$ cat src/hdl/bsr_cfg.svh
/*
 * Constants of the bank-1 special register block: offsets, masks, reset values and bit positions.
 * Assumes it is included by bare name from the design files; definitions only.
 */
`ifndef BSR_CFG_SVH
`define BSR_CFG_SVH

// Register offsets, full 8-bit file address
`define BSR_OFS_WINDOW   8'h80
`define BSR_OFS_OPTION   8'h81
`define BSR_OFS_PCL      8'h82
`define BSR_OFS_STATUS   8'h83
`define BSR_OFS_FSR      8'h84
`define BSR_OFS_PORT_A_DIRECTION    8'h85
`define BSR_OFS_PORT_B_DIRECTION    8'h86
`define BSR_OFS_PORT_C_DIRECTION    8'h87
`define BSR_OFS_PORT_D_DIRECTION    8'h88
`define BSR_OFS_SLAVE_PORT_AND_PORT_E_DIRECTION    8'h89
`define BSR_OFS_PC_UPPER_LATCH   8'h8A
`define BSR_OFS_INTERRUPT_CONTROL   8'h8B
`define BSR_OFS_PERIPHERAL_IRQ_ENABLE_1     8'h8C
`define BSR_OFS_PERIPHERAL_IRQ_ENABLE_2     8'h8D
`define BSR_OFS_RESET_CAUSE_FLAGS     8'h8E
`define BSR_OFS_PR2      8'h92
`define BSR_OFS_SERIAL_PORT_SLAVE_ADDRESS   8'h93
`define BSR_OFS_SERIAL_PORT_BUS_STATUS  8'h94
`define BSR_OFS_TRANSMITTER_CONTROL_STATUS    8'h98
`define BSR_OFS_BAUD_DIVISOR    8'h99
`define BSR_OFS_ANALOG_PIN_CONFIG   8'h9F

// Implemented-bit write masks
`define BSR_M_ALL        8'hFF
`define BSR_M_PORT_A_DIRECTION      8'h3F
`define BSR_M_SLAVE_PORT_AND_PORT_E_DIRECTION      8'h17
`define BSR_M_PC_UPPER_LATCH     8'h1F
`define BSR_M_PERIPHERAL_IRQ_ENABLE_2       8'h01
`define BSR_M_TRANSMITTER_CONTROL_STATUS      8'hF5
`define BSR_M_ANALOG_PIN_CONFIG     8'h07
`define BSR_M_SERIAL_PORT_BUS_STATUS    6'h3F

// Reset values of stored bits
`define BSR_RV_FF        8'hFF
`define BSR_RV_00        8'h00
`define BSR_RV_PORT_A_DIRECTION     8'h3F
`define BSR_RV_SLAVE_PORT_AND_PORT_E_DIRECTION     8'h07
`define BSR_RV_ST_HI     3'h0
`define BSR_RV_ZDC       3'h0
`define BSR_RV_INTERRUPT_CONTROL_HI 7'h00

// Field positions and decode limits
`define BSR_ST_RP0       5
`define BSR_ST_IRP       7
`define BSR_GPR_BASE     7'h20
`define BSR_SREG_N       14
`define BSR_BE_LOW       0

`endif

$ cat src/hdl/bsr_pkg.sv
/*
 * Types of the bank-1 special register block.
 * Assumes nothing beyond a SystemVerilog compiler.
 */
package bsr_pkg;
	// Register bus handshake phases
	typedef enum logic [1:0] {BSR_IDLE, BSR_ACC, BSR_RESP} bsr_bus_state_t;
	// One register byte
	typedef logic [7:0] bsr_byte_t;
endpackage : bsr_pkg

$ cat src/hdl/bsr_bank1_regs.sv
/*
 * Bank-1 special register map with an Avalon-MM slave, reset sets and indirect window.
 * Assumes the core drives ALU flags and program counter updates as synchronous strobes.
 */
// Register access over Avalon-MM was decided locally.
`timescale 1ns/1ns
`include "bsr_cfg.svh"
module bsr_bank1_regs #(
	parameter int GPR_AW = 8
) (
	input  wire logic        ref_clk,
	input  wire logic        nrst,
	input  wire logic [8:0]  avs_address,
	input  wire logic        avs_read,
	input  wire logic        avs_write,
	input  wire logic [31:0] avs_writedata,
	input  wire logic [3:0]  avs_byteenable,
	output logic      [31:0] avs_readdata,
	output logic             avs_waitrequest,
	input  wire logic        brown_out_reset,
	input  wire logic        external_reset_pin_n,
	input  wire logic        wdt_reset,
	input  wire logic        sleep_exec,
	input  wire logic        clrwdt_exec,
	input  wire logic        alu_flags_we,
	input  wire logic [2:0]  alu_flags,
	input  wire logic        pc_low_we,
	input  wire logic [7:0]  pc_low_in,
	input  wire logic [5:0]  serial_port_bus_status_in,
	input  wire logic        trmt_in,
	input  wire logic [2:0]  psp_flags_in,
	output logic [7:0]       option_config,
	output logic [7:0]       port_a_direction,
	output logic [7:0]       port_b_direction,
	output logic [7:0]       port_c_direction,
	output logic [7:0]       port_d_direction,
	output logic [7:0]       slave_port_and_port_e_direction,
	output logic [7:0]       pc_upper_latch,
	output logic [7:0]       peripheral_irq_enable_1,
	output logic [7:0]       peripheral_irq_enable_2,
	output logic [7:0]       timer2_period,
	output logic [7:0]       serial_port_slave_address,
	output logic [7:0]       transmitter_control_status,
	output logic [7:0]       baud_divisor,
	output logic [7:0]       analog_pin_config,
	output logic [7:0]       arith_and_bank_status,
	output logic [7:0]       indirect_address_pointer,
	output logic [7:0]       interrupt_control,
	output logic [7:0]       program_counter_low,
	output logic [1:0]       reset_cause_flags,
	output logic             pc_jump_r,
	output logic [12:0]      pc_target_r
);
	localparam int NS = `BSR_SREG_N;
	// Plain registers: offset, write mask, reset value (same for both reset sets)
	localparam bsr_pkg::bsr_byte_t SR_OFS [NS] = '{`BSR_OFS_OPTION, `BSR_OFS_PORT_A_DIRECTION, `BSR_OFS_PORT_B_DIRECTION,
		`BSR_OFS_PORT_C_DIRECTION, `BSR_OFS_PORT_D_DIRECTION, `BSR_OFS_SLAVE_PORT_AND_PORT_E_DIRECTION, `BSR_OFS_PC_UPPER_LATCH, `BSR_OFS_PERIPHERAL_IRQ_ENABLE_1, `BSR_OFS_PERIPHERAL_IRQ_ENABLE_2,
		`BSR_OFS_PR2, `BSR_OFS_SERIAL_PORT_SLAVE_ADDRESS, `BSR_OFS_TRANSMITTER_CONTROL_STATUS, `BSR_OFS_BAUD_DIVISOR, `BSR_OFS_ANALOG_PIN_CONFIG};
	localparam bsr_pkg::bsr_byte_t SR_WM [NS] = '{`BSR_M_ALL, `BSR_M_PORT_A_DIRECTION, `BSR_M_ALL, `BSR_M_ALL,
		`BSR_M_ALL, `BSR_M_SLAVE_PORT_AND_PORT_E_DIRECTION, `BSR_M_PC_UPPER_LATCH, `BSR_M_ALL, `BSR_M_PERIPHERAL_IRQ_ENABLE_2, `BSR_M_ALL, `BSR_M_ALL,
		`BSR_M_TRANSMITTER_CONTROL_STATUS, `BSR_M_ALL, `BSR_M_ANALOG_PIN_CONFIG};
	localparam bsr_pkg::bsr_byte_t SR_RV [NS] = '{`BSR_RV_FF, `BSR_RV_PORT_A_DIRECTION, `BSR_RV_FF, `BSR_RV_FF,
		`BSR_RV_FF, `BSR_RV_SLAVE_PORT_AND_PORT_E_DIRECTION, `BSR_RV_00, `BSR_RV_00, `BSR_RV_00, `BSR_RV_FF, `BSR_RV_00,
		`BSR_RV_00, `BSR_RV_00, `BSR_RV_00};

	bsr_pkg::bsr_bus_state_t state_r;        // Bus phase
	bsr_pkg::bsr_byte_t      sreg_r [NS];    // Plain register storage
	logic [6:0]              off_r;          // Captured file offset
	logic                    rd_r;           // Captured direction
	logic                    be_r;           // Low byte lane enabled
	bsr_pkg::bsr_byte_t      wd_r;           // Captured write byte
	bsr_pkg::bsr_byte_t      tgt_r;          // Resolved target address
	logic                    gpr_r;          // Target is data memory
	bsr_pkg::bsr_byte_t      dir_addr;       // Direct address after bank route
	bsr_pkg::bsr_byte_t      eff_addr;       // Address after window resolve
	logic [2:0]              st_hi_r;        // Bank select bits 7:5
	logic [2:0]              zdc_r;          // Zero, digit carry, carry
	logic [6:0]              interrupt_control_hi_r;    // Enables and edge flags
	logic                    interrupt_control_lo_r;    // Port change flag
	bsr_pkg::bsr_byte_t      fsr_r;          // Indirect pointer
	bsr_pkg::bsr_byte_t      pcl_r;          // Program counter low
	logic                    power_rst;      // Brown-out class pulse
	logic                    other_rst;      // Pin or watchdog class pulse
	logic                    to_flag;        // Timeout flag
	logic                    pd_flag;        // Power-down flag
	bsr_pkg::bsr_byte_t      ram_q;          // Data memory read
	logic                    wr_now;         // Write commits this cycle
	logic                    any_rst;        // Either reset class
	logic                    win_mem;        // Window resolves into data memory; direct GPR offsets are holes

	// Fold common registers onto their bank-1 address
	function automatic bsr_pkg::bsr_byte_t canon(input bsr_pkg::bsr_byte_t a);
		logic [6:0] lo;
		lo = a[6:0];
		if (lo <= `BSR_OFS_FSR - `BSR_OFS_WINDOW || lo == `BSR_OFS_PC_UPPER_LATCH - `BSR_OFS_WINDOW ||
			lo == `BSR_OFS_INTERRUPT_CONTROL - `BSR_OFS_WINDOW) begin
			return {1'b1, lo};
		end
		return a;
	endfunction : canon

	// Data memory sits above the special registers in either bank
	function automatic logic is_gpr(input bsr_pkg::bsr_byte_t a);
		return a[6:0] >= `BSR_GPR_BASE;
	endfunction : is_gpr

	// Read value of a canonical special register address; holes give zero
	function automatic bsr_pkg::bsr_byte_t rd_sfr(input bsr_pkg::bsr_byte_t a);
		bsr_pkg::bsr_byte_t v;
		v = '0;
		for (int i = 0; i < NS; i++) begin
			if (a == SR_OFS[i]) begin
				v = sreg_r[i];
			end
		end
		unique case (a)
			`BSR_OFS_SLAVE_PORT_AND_PORT_E_DIRECTION:   v = v | {psp_flags_in, 5'h00};
			`BSR_OFS_TRANSMITTER_CONTROL_STATUS:   v = v | {6'h00, trmt_in, 1'b0};
			`BSR_OFS_STATUS:  v = arith_and_bank_status;
			`BSR_OFS_FSR:     v = fsr_r;
			`BSR_OFS_PCL:     v = pcl_r;
			`BSR_OFS_INTERRUPT_CONTROL:  v = {interrupt_control_hi_r, interrupt_control_lo_r};
			`BSR_OFS_RESET_CAUSE_FLAGS:    v = {6'h00, reset_cause_flags};
			`BSR_OFS_SERIAL_PORT_BUS_STATUS: v = {2'b00, serial_port_bus_status_in & `BSR_M_SERIAL_PORT_BUS_STATUS};
			default:          v = v;
		endcase
		return v;
	endfunction : rd_sfr

	// Reset class and hardware-only flags
	bsr_rst_flags u_rst (
		.ref_clk              (ref_clk),
		.nrst                 (nrst),
		.brown_out_reset      (brown_out_reset),
		.external_reset_pin_n (external_reset_pin_n),
		.wdt_reset            (wdt_reset),
		.sleep_exec           (sleep_exec),
		.clrwdt_exec          (clrwdt_exec),
		.reset_cause_flags_we              (wr_now && tgt_r == `BSR_OFS_RESET_CAUSE_FLAGS),
		.reset_cause_flags_wdata           (wd_r[1:0]),
		.power_rst_r          (power_rst),
		.other_rst_r          (other_rst),
		.timeout_flag_r       (to_flag),
		.power_down_flag_r    (pd_flag),
		.reset_cause_flags_r               (reset_cause_flags)
	);

	// Memory behind the window, read at the pointer at all times
	bsr_gpr_ram #(.AW(GPR_AW), .DW(8)) u_ram (
		.ref_clk (ref_clk),
		.nrst    (nrst),
		.rd_addr (fsr_r[GPR_AW-1:0]),
		.rd_q_r  (ram_q),
		.wr_en   (wr_now && gpr_r),
		.wr_addr (tgt_r[GPR_AW-1:0]),
		.wr_data (wd_r)
	);

	// Address routing; reserved upper bank bits are never looked at
	always_comb begin
		dir_addr = canon({st_hi_r[`BSR_ST_RP0-5], off_r});
		eff_addr = (dir_addr == `BSR_OFS_WINDOW) ? fsr_r : dir_addr;
		// Memory read port follows the pointer only, so only the window may reach memory
		win_mem  = dir_addr == `BSR_OFS_WINDOW && is_gpr(eff_addr);
	end
	assign any_rst = power_rst | other_rst;
	assign wr_now  = state_r == bsr_pkg::BSR_RESP && !rd_r && be_r;

	// Bus handshake: idle, resolve, answer with waitrequest low for one cycle
	always_ff @(posedge ref_clk or negedge nrst) begin
		if (!nrst) begin
			state_r         <= bsr_pkg::BSR_IDLE;
			avs_waitrequest <= 1'b1;
			avs_readdata    <= '0;
			off_r           <= '0;
			rd_r            <= 1'b0;
			be_r            <= 1'b0;
			wd_r            <= '0;
			tgt_r           <= '0;
			gpr_r           <= 1'b0;
		end else begin
			unique case (state_r)
				bsr_pkg::BSR_IDLE: begin
					if (avs_read || avs_write) begin
						state_r <= bsr_pkg::BSR_ACC;
						off_r   <= avs_address[8:2];
						rd_r    <= avs_read;
						be_r    <= avs_byteenable[`BSR_BE_LOW];
						wd_r    <= avs_writedata[7:0];
					end
				end
				bsr_pkg::BSR_ACC: begin
					// Window pointing at itself resolves to a hole: reads zero, writes drop
					tgt_r           <= canon(eff_addr);
					gpr_r           <= win_mem;
					avs_readdata    <= {24'h000000, win_mem ? ram_q : rd_sfr(canon(eff_addr))};
					avs_waitrequest <= 1'b0;
					state_r         <= bsr_pkg::BSR_RESP;
				end
				bsr_pkg::BSR_RESP: begin
					avs_waitrequest <= 1'b1;
					state_r         <= bsr_pkg::BSR_IDLE;
				end
			endcase
		end
	end

	// Plain registers, one per loop pass
	for (genvar gi = 0; gi < NS; gi++) begin : g_sreg
		always_ff @(posedge ref_clk or negedge nrst) begin
			if (!nrst) begin
				sreg_r[gi] <= SR_RV[gi];
			end else if (any_rst) begin
				sreg_r[gi] <= SR_RV[gi];
			end else if (wr_now && tgt_r == SR_OFS[gi]) begin
				sreg_r[gi] <= wd_r & SR_WM[gi];
			end
		end
	end

	// Bank bits clear on every reset; flag bits kept on power and non-power resets alike
	always_ff @(posedge ref_clk or negedge nrst) begin
		if (!nrst) begin
			st_hi_r <= `BSR_RV_ST_HI;
			zdc_r   <= `BSR_RV_ZDC;
		end else if (power_rst) begin
			st_hi_r <= `BSR_RV_ST_HI;
		end else if (other_rst) begin
			st_hi_r <= `BSR_RV_ST_HI;
		end else begin
			if (wr_now && tgt_r == `BSR_OFS_STATUS) begin
				st_hi_r <= wd_r[7:5];
				zdc_r   <= wd_r[2:0];
			end
			// ALU result wins over a software write of the same bits
			if (alu_flags_we) begin
				zdc_r <= alu_flags;
			end
		end
	end

	// Pointer: undefined at power-up (zero here), kept otherwise
	always_ff @(posedge ref_clk or negedge nrst) begin
		if (!nrst) begin
			fsr_r <= '0;
		end else if (wr_now && tgt_r == `BSR_OFS_FSR) begin
			fsr_r <= wd_r;
		end
	end

	// Interrupt control: low flag kept on non-power resets
	always_ff @(posedge ref_clk or negedge nrst) begin
		if (!nrst) begin
			interrupt_control_hi_r <= `BSR_RV_INTERRUPT_CONTROL_HI;
			interrupt_control_lo_r <= 1'b0;
		end else if (any_rst) begin
			interrupt_control_hi_r <= `BSR_RV_INTERRUPT_CONTROL_HI;
		end else if (wr_now && tgt_r == `BSR_OFS_INTERRUPT_CONTROL) begin
			interrupt_control_hi_r <= wd_r[7:1];
			interrupt_control_lo_r <= wd_r[0];
		end
	end

	// Program counter low and jump; upper bits come only from the latch
	always_ff @(posedge ref_clk or negedge nrst) begin
		if (!nrst) begin
			pcl_r       <= `BSR_RV_00;
			pc_jump_r   <= 1'b0;
			pc_target_r <= '0;
		end else if (any_rst) begin
			pcl_r       <= `BSR_RV_00;
			pc_jump_r   <= 1'b0;
		end else if (wr_now && tgt_r == `BSR_OFS_PCL) begin
			pcl_r       <= wd_r;
			pc_jump_r   <= 1'b1;
			pc_target_r <= {sreg_r[6][4:0], wd_r};
		end else begin
			pc_jump_r <= 1'b0;
			if (pc_low_we) begin
				pcl_r <= pc_low_in;
			end
		end
	end

	// Outputs straight from storage
	assign option_config                   = sreg_r[0];
	assign port_a_direction                = sreg_r[1];
	assign port_b_direction                = sreg_r[2];
	assign port_c_direction                = sreg_r[3];
	assign port_d_direction                = sreg_r[4];
	assign slave_port_and_port_e_direction = sreg_r[5];
	assign pc_upper_latch                  = sreg_r[6];
	assign peripheral_irq_enable_1         = sreg_r[7];
	assign peripheral_irq_enable_2         = sreg_r[8];
	assign timer2_period                   = sreg_r[9];
	assign serial_port_slave_address       = sreg_r[10];
	assign transmitter_control_status      = sreg_r[11];
	assign baud_divisor                    = sreg_r[12];
	assign analog_pin_config               = sreg_r[13];
	assign arith_and_bank_status           = {st_hi_r, to_flag, pd_flag, zdc_r};
	assign indirect_address_pointer        = fsr_r;
	assign interrupt_control               = {interrupt_control_hi_r, interrupt_control_lo_r};
	assign program_counter_low             = pcl_r;

	// Checks
	a_hole_reads_zero: assert property (@(posedge ref_clk) disable iff (!nrst)
		state_r == bsr_pkg::BSR_RESP && rd_r && tgt_r == `BSR_OFS_WINDOW |-> avs_readdata == '0)
		else $error("hole read not zero");
	a_pc_via_latch: assert property (@(posedge ref_clk) disable iff (!nrst)
		pc_jump_r |-> pc_target_r[12:8] == pc_upper_latch[4:0] && pc_target_r[7:0] == pcl_r)
		else $error("jump target not from latch");
	a_common_mirror: assert property (@(posedge ref_clk) disable iff (!nrst)
		state_r == bsr_pkg::BSR_ACC && off_r == 7'h03 |=> tgt_r == `BSR_OFS_STATUS)
		else $error("status not mirrored");
	a_power_reset_set: assert property (@(posedge ref_clk) disable iff (!nrst)
		power_rst |=> option_config == `BSR_RV_FF && port_a_direction == `BSR_RV_PORT_A_DIRECTION && st_hi_r == 3'h0)
		else $error("power reset values wrong");
	a_other_keeps_ptr: assert property (@(posedge ref_clk) disable iff (!nrst)
		other_rst && !wr_now |=> fsr_r == $past(fsr_r) && interrupt_control_lo_r == $past(interrupt_control_lo_r))
		else $error("pointer lost on warm reset");
	a_bank_route: assert property (@(posedge ref_clk) disable iff (!nrst)
		state_r == bsr_pkg::BSR_ACC && off_r == 7'h05 |=> tgt_r == {st_hi_r[0], 7'h05} || $past(any_rst))
		else $error("bank select ignored");
	a_flags_readonly: assert property (@(posedge ref_clk) disable iff (!nrst)
		wr_now && tgt_r == `BSR_OFS_STATUS && !brown_out_reset && !wdt_reset && !sleep_exec && !clrwdt_exec
		|=> arith_and_bank_status[4:3] == $past(arith_and_bank_status[4:3]))
		else $error("software moved timeout or power-down");
	a_window_memory: assert property (@(posedge ref_clk) disable iff (!nrst)
		state_r == bsr_pkg::BSR_RESP && rd_r && gpr_r |-> avs_readdata[7:0] == $past(ram_q, 1))
		else $error("window read not from memory");
	a_answer_time: assert property (@(posedge ref_clk) disable iff (!nrst)
		state_r == bsr_pkg::BSR_IDLE && (avs_read || avs_write) |=> ##1 !avs_waitrequest ##1 avs_waitrequest)
		else $error("answer late");
endmodule : bsr_bank1_regs

$ cat src/hdl/bsr_gpr_ram.sv
/*
 * General purpose data memory reached through the indirect window.
 * Assumes one writer and a read address that is held steady by the caller.
 */
`timescale 1ns/1ns
module bsr_gpr_ram #(
	parameter int AW = 8,
	parameter int DW = 8
) (
	input  wire logic          ref_clk,
	input  wire logic          nrst,
	input  wire logic [AW-1:0] rd_addr,
	output logic      [DW-1:0] rd_q_r,
	input  wire logic          wr_en,
	input  wire logic [AW-1:0] wr_addr,
	input  wire logic [DW-1:0] wr_data
);
	logic [DW-1:0] mem [2**AW]; // Storage, not reset

	// Write port; contents survive every reset like plain RAM
	always_ff @(posedge ref_clk) begin
		if (wr_en) begin
			mem[wr_addr] <= wr_data;
		end
	end

	// Registered read, one cycle behind the address
	always_ff @(posedge ref_clk or negedge nrst) begin
		if (!nrst) begin
			rd_q_r <= '0;
		end else begin
			rd_q_r <= mem[rd_addr];
		end
	end
endmodule : bsr_gpr_ram

$ cat src/hdl/bsr_rst_flags.sv
/*
 * Reset cause classifier and the timeout, power-down and reset-cause flags.
 * Assumes reset request inputs are synchronous pulses or levels from the core.
 */
`timescale 1ns/1ns
`include "bsr_cfg.svh"
module bsr_rst_flags (
	input  wire logic       ref_clk,
	input  wire logic       nrst,
	input  wire logic       brown_out_reset,
	input  wire logic       external_reset_pin_n,
	input  wire logic       wdt_reset,
	input  wire logic       sleep_exec,
	input  wire logic       clrwdt_exec,
	input  wire logic       reset_cause_flags_we,
	input  wire logic [1:0] reset_cause_flags_wdata,
	output logic            power_rst_r,
	output logic            other_rst_r,
	output logic            timeout_flag_r,
	output logic            power_down_flag_r,
	output logic [1:0]      reset_cause_flags_r
);
	// Reset class pulses, one cycle late so the core sees them together
	always_ff @(posedge ref_clk or negedge nrst) begin
		if (!nrst) begin
			power_rst_r <= 1'b0;
			other_rst_r <= 1'b0;
		end else begin
			power_rst_r <= brown_out_reset;
			other_rst_r <= !external_reset_pin_n | wdt_reset;
		end
	end

	// Flags only hardware may move; no bus write reaches them
	always_ff @(posedge ref_clk or negedge nrst) begin
		if (!nrst) begin
			timeout_flag_r    <= 1'b1;
			power_down_flag_r <= 1'b1;
		end else if (brown_out_reset || clrwdt_exec) begin
			timeout_flag_r    <= 1'b1;
			power_down_flag_r <= 1'b1;
		end else if (wdt_reset) begin
			timeout_flag_r    <= 1'b0;
		end else if (sleep_exec) begin
			timeout_flag_r    <= 1'b1;
			power_down_flag_r <= 1'b0;
		end
	end

	// Cause flags: hardware clear wins over software set
	always_ff @(posedge ref_clk or negedge nrst) begin
		if (!nrst) begin
			reset_cause_flags_r <= 2'b00;
		end else if (brown_out_reset) begin
			reset_cause_flags_r[0] <= 1'b0;
		end else if (reset_cause_flags_we) begin
			reset_cause_flags_r <= reset_cause_flags_wdata;
		end
	end
endmodule : bsr_rst_flags

$ cat config.mk
export PLATFORM = sky130hd
export DESIGN_NAME = bsr_bank1_regs
export DESIGN_NICKNAME = d
export VERILOG_FILES = /design/src/hdl/bsr_pkg.sv /design/src/hdl/bsr_bank1_regs.sv /design/src/hdl/bsr_gpr_ram.sv /design/src/hdl/bsr_rst_flags.sv
export VERILOG_INCLUDE_DIRS = /design/src /design/src/hdl
export SDC_FILE = /design/constraint.sdc
export NUM_CORES = 2
export LEC_CHECK = 0
export ABC_CLOCK_PERIOD_IN_PS = 5400
export BUFFER_PORTS_ARGS = -buffer_cell sky130_fd_sc_hd__buf_4
export CAP_MARGIN = 30
export CORE_MARGIN = 1
export CORE_UTILIZATION = 60
export DETAILED_ROUTE_END_ITERATION = 10
export PLACE_DENSITY_LB_ADDON = 0.08
export SETUP_SLACK_MARGIN = 0.4
export SYNTH_ARGS = -nofsm -noshare
export SYNTH_HDL_FRONTEND = slang
export SYNTH_SLANG_ARGS = --single-unit
export TNS_END_PERCENT = 30
$ cat constraint.sdc
create_clock -name ref_clk -period 5.4 [get_ports ref_clk]
set_input_delay 1.08 -clock ref_clk [delete_from_list [all_inputs] [get_ports ref_clk]]
set_output_delay 1.08 -clock ref_clk [all_outputs]
set_load 0.05 [all_outputs]
* Word-level counts from Yosys, hierarchy flattened
Memory sizes are Yosys's and may differ from the RTL's. A register that Yosys moved wholly into a read port is not among the register bits. Index checks and enable logic that the tools add are counted.
Word-level totals: register bits after elaboration 199, bits in writable memories 2048, input port bits 77, logic and storage cells 237, memories 1
Cells by class: magnitude comparators 3, equality and inequality tests 48, muxes and demuxes 79, bitwise logic cells 8, reductions and logical operators 61
Memories:
- u_ram.mem | depth 256, bits a word 8, rd ports 1, clocked after memory_dff 1, write ports 1, RTL line bsr_gpr_ram.sv:18 | logic [DW-1:0] mem [2**AW];
Operators by type and width (number):
- $mux 8 | 53
- $eq 8x8->1 const B | 40
- $pmux 8 s8 | 1
- $reduce_bool 2->1 | 19
- $eq 7x4->1 const B | 4
- $logic_and 1x1->1 | 23
- $mux 1 | 15
- $mux 3 | 5
- $le 7x3->1 const B | 2
- $mux 7 | 2
- $reduce_and 2->1 | 5
- $reduce_bool 3->1 | 3
- $or 8x2->8 | 1
- $or 8x8->8 | 1
- $ge 7x6->1 const B | 1
- $logic_or 1x1->1 | 6
- $pmux 2 s3 | 1
- $not 1->1 | 4
- $logic_not 1->1 | 3
- $reduce_and 3->1 | 1
- $eq 2x1->1 const B | 1
- $eq 2x2->1 const B | 1
- $logic_not 2->1 | 1
- $mux 2 | 1
- 4 further kinds | 5

* Logic depth before layout (Yosys ltp)
depth after elaboration 33, gate-level depth with buffers 11

* Modules after synthesis
Synthesis repeated with hierarchy kept, for this count alone.
Unflattened totals: cell total of the unflattened synthesis 4778, area, all modules 89410.8 um^2
By module, submodules not included:
- bsr_gpr_ram | instances 1, cells an instance 3795, area each 80038.0 um^2
- bsr_bank1_regs | instances 1, cells an instance 966, area each 9143.8 um^2
- bsr_rst_flags | instances 1, cells an instance 17, area each 229.0 um^2

* Worst setup path before layout
Ideal clock, no wire load.
kind reg-to-reg, start point register wd_r[4], end point register sreg_r, in the netlist slave_port_and_port_e_direction[4], setup time 0.073 ns, arrival 4.201 ns, required time 5.327 ns, setup slack 1.126 ns, cell stages (with the launch flop) 5, buffers on the path 2, period minus slack after synthesis 4.274 ns, cells stage by stage dfrtp_1 -> clkbuf_2 -> clkbuf_1 -> mux2i_1 -> nor2_1
On the way: longest elaborated chain between the ends 2
RTL lines:
- start: declaration | RTL line bsr_bank1_regs.sv:71 | bsr_pkg::bsr_byte_t wd_r;
- start signal: assignment | RTL line bsr_bank1_regs.sv:189 | wd_r <= avs_writedata[7:0];
- $mux 8 | RTL line bsr_bank1_regs.sv:215 | end else if (wr_now && tgt_r == SR_OFS[gi]) begin
- $mux 8 | RTL line bsr_bank1_regs.sv:213 | end else if (any_rst) begin
- end signal: indexed assignment | RTL line bsr_bank1_regs.sv:212 | sreg_r[gi] <= SR_RV[gi];
- end signal: indexed assignment | RTL line bsr_bank1_regs.sv:214 | sreg_r[gi] <= SR_RV[gi];
- end signal: indexed assignment | RTL line bsr_bank1_regs.sv:216 | sreg_r[gi] <= wd_r & SR_WM[gi];
- end: declaration | RTL line bsr_bank1_regs.sv:67 | bsr_pkg::bsr_byte_t sreg_r [NS];
No other way between the ends. The select of a mux whose other input is x is not followed. A chain may end at the register's enable or synchronous reset.

* Worst setup path after layout
start point register tgt_r[5], end point memory u_ram.mem[133][3] (enable)
RTL lines:
- start: declaration | RTL line bsr_bank1_regs.sv:72 | bsr_pkg::bsr_byte_t tgt_r;
- start signal: assignment | RTL line bsr_bank1_regs.sv:194 | tgt_r <= canon(eff_addr);
- end: declaration | RTL line bsr_gpr_ram.sv:18
No word-level cell before the write port.

==> flow_metrics.env <==
export IMPL_setup_tns_ns=0
export IMPL_clk_path_buf_depth=3
export IMPL_critical_path_startpoint_type="flip-flop"
export IMPL_dieArea_um2=149000
export IMPL_yosys_warnings=0
export IMPL_worst_setup_path_type="flip-flop to flip-flop"
export IMPL_htreeDepth=4
export IMPL_syn_area_um2=88400
export IMPL_multi_input_area_um2=20900
export IMPL_synth_cells=4359
export IMPL_port_buffers=193
export IMPL_firstDrtPassIters=6
export IMPL_status="complete, no violations"
export IMPL_grt_pass1_vias=44300
export IMPL_top_regs="u_ram.mem (2048), pc_target_r (13)"
export IMPL_antenna_found_initial=1
export IMPL_top_register="u_ram.mem"
export IMPL_fp_dieH_um=386
export IMPL_worst_pin_slew_ns=1.17
export IMPL_wl_per_cell_um=32.7
export IMPL_grt_pass1_wl_um=316000
export IMPL_relSlewSlack_pct=21.7
export IMPL_final_max_slew_viol_count=0
export IMPL_fin_crit_sh_pct=74.8
export IMPL_period_minus_slack_ns=4.04
export IMPL_pin_count=270
export IMPL_peakVddDrop_uv=691
export IMPL_area_growth_pct=12.2
export IMPL_syn_area_per_cell_um2=20.3
export IMPL_nFillCells=9232
export IMPL_synthArstFlopShare_pct=8.24
export IMPL_cts_tree="built"
export IMPL_drt_initial_drc_count=4632
export IMPL_dpl_hpwl_um=135000
export IMPL_gr_total_overflow=0
export IMPL_crit_fanout=8
export IMPL_finalSetupViolations=0
export IMPL_synth_area_top_cells="edfxtp_1, mux4_2, dfrtp_1, dfstp_2, nor2_1"
export IMPL_grt_max_degree=219
export IMPL_synth_seq_area_share_pct=74.9
export IMPL_cts_buffers=215
export IMPL_largest_reg_flops=2048
export IMPL_drt_total_wl_um=220000
export IMPL_insertion_delay_ns=0.82
export IMPL_drtAntennaViolNets=0
export IMPL_hold_ws_ns=0.0513
export IMPL_cap_violations=0
export IMPL_hold_path_class="primary input to asynchronous set/reset pin"
export IMPL_crit_arrival_ns=4.47
export IMPL_row_count=140
export IMPL_synth_edf_count=2048
export IMPL_nNetsFinal=4703
export IMPL_p_leak_nw=31.1
export IMPL_drive_above_1_share_pct=28.4
export IMPL_gr_usage_all_layers_pct=30.0
export IMPL_gp_congestion=0.979
export IMPL_die_x_um=386
export IMPL_powerDensity_nw_per_um2=421
export IMPL_synth_seq_cells=2232
export IMPL_synth_top_cell_area_share_pct=69.6
export IMPL_yosys_top_cells_count="edfxtp_1, mux4_2, nor2_1"
export IMPL_crit_path_end_kind="flip-flop"
export IMPL_clock_skew_ns=0.0414
export IMPL_start_util_pct=60.6
export IMPL_coreArea_um2=146000
export IMPL_drc=0
export IMPL_fmax_ghz=0.248
export IMPL_synth_largest_area_cell="edfxtp_1"
export IMPL_synthFlopType="edfxtp_1"
export IMPL_grt_setup_unrepaired="false"
export IMPL_cts_root_buffer="clkbuf_16"
export IMPL_finalHoldViolCount=0
export IMPL_yosysUniqueCellTypes=80
export IMPL_clock_sinks=2232
export IMPL_required_ns=5.83
export IMPL_regArea_um2=66200
export IMPL_path_clk_slew_ns=0.07
export IMPL_hold_buffers=0
export IMPL_via_count=44800
export IMPL_viasPerCell=6.67
export IMPL_ctsResizeCount=0
export IMPL_n_antenna_cell=0
export IMPL_cts_setup_buffers=0
export IMPL_yosysMostFrequentCell="edfxtp_1"
-- area by class of cell --
cell class | count | share of cell area (%)
Clock inverter | 122 | 0.999
Inverter | 18 | 0.0681
Multi-Input combinational cell | 1835 | 21.1
Clock buffer | 279 | 5.77
Sequential cell | 2232 | 66.8
Tap cell | 1917 | 2.42
Timing Repair Buffer | 320 | 2.84
-- metal layers --
layer	track usage [%]	wire (µm)
met2	47.0	106000
met5	0	0
met3	5.41	18200
met4	11.8	9460
met1	42.8	86400
-- worst paths after layout --
kind	from	endpoint	slack, ns	depth (start not counted)
max in group asynchronous	nrst	indirect_address_pointer[0]	4.18	3
hold / removal	nrst	wd_r[5]	0.05	1
setup / recovery	tgt_r[5]	u_ram.mem[133][3]	1.36	5
min in group ref_clk	wdt_reset	u_rst.timeout_flag_r	0.44	2
setup reg to reg	tgt_r[5]	u_ram.mem[133][3]	1.36	5
hold reg to reg	pc_target_r[11]	pc_target_r[11]	0.48	2
-- worst max-delay path: stages, from the launching register on --
cell and delay [ns]:
dfrtp_1 0.47, nor2_1 0.56, nand3_1 0.45, nor2_1 0.76, nand2_1 0.62, nor2_1 0.79
-- cell families after synthesis --
group / Yosys count / share of synthesized area [%]
buffers and inverters: 338 / 1.74
DFF: 2232 / 74.9
other: 1 / 0.00424
adders and majority gates: 4 / 0.0566
AOI/OAI and AO/OA: 289 / 2.41
and+or+nand+nor: 792 / 3.88
muxes: 703 / 17.1
-- through the flow --
step	worst slack (ns)	cells	area (µm²)	util, %	power, mW
global placement	1.50	6312	92200	63.2	27.3
floorplan	1.13	4405	88600	-	25.4
global route	1.30	6723	99200	68.0	42.9
CTS	1.41	6718	99000	67.9	41.8
detailed placement	1.50	6317	92300	63.3	27.6
finish	1.36	6723	99200	68.0	41.7
-- placed cells by master, fill, tap and decap left out, types with 11 or more instances in the layout --
cell,Yosys,routed
inv_1,17,17
o21ai_0,31,31
clkbuf_16,0,218
a31oi_1,13,13
nor3_1,14,12
dfrtp_4,0,12
nor2b_1,13,11
conb_1,1,47
mux2_2,27,27
nand3_1,129,129
nor2_1,342,340
clkinv_1,1,62
buf_4,51,288
clkinv_2,0,30
o211ai_1,13,13
a21oi_1,40,40
bufinv_16,0,12
dfstp_2,52,52
mux4_2,640,640
a22oi_1,72,72
nand2_1,224,224
mux2i_1,36,36
a211oi_1,12,12
a22o_1,22,22
edfxtp_1,2048,2048
clkbuf_1,190,57
dfrtp_1,132,120
buf_12,0,25
-- where the power goes --
group | total (mW) | switching, mW | internal, mW
logic | 5.34 | 4.29 | 1.05
clock network | 14.4 | 6.32 | 8.04
registers | 22.0 | 0.558 | 21.5
Power figures use the tool's default switching activity.
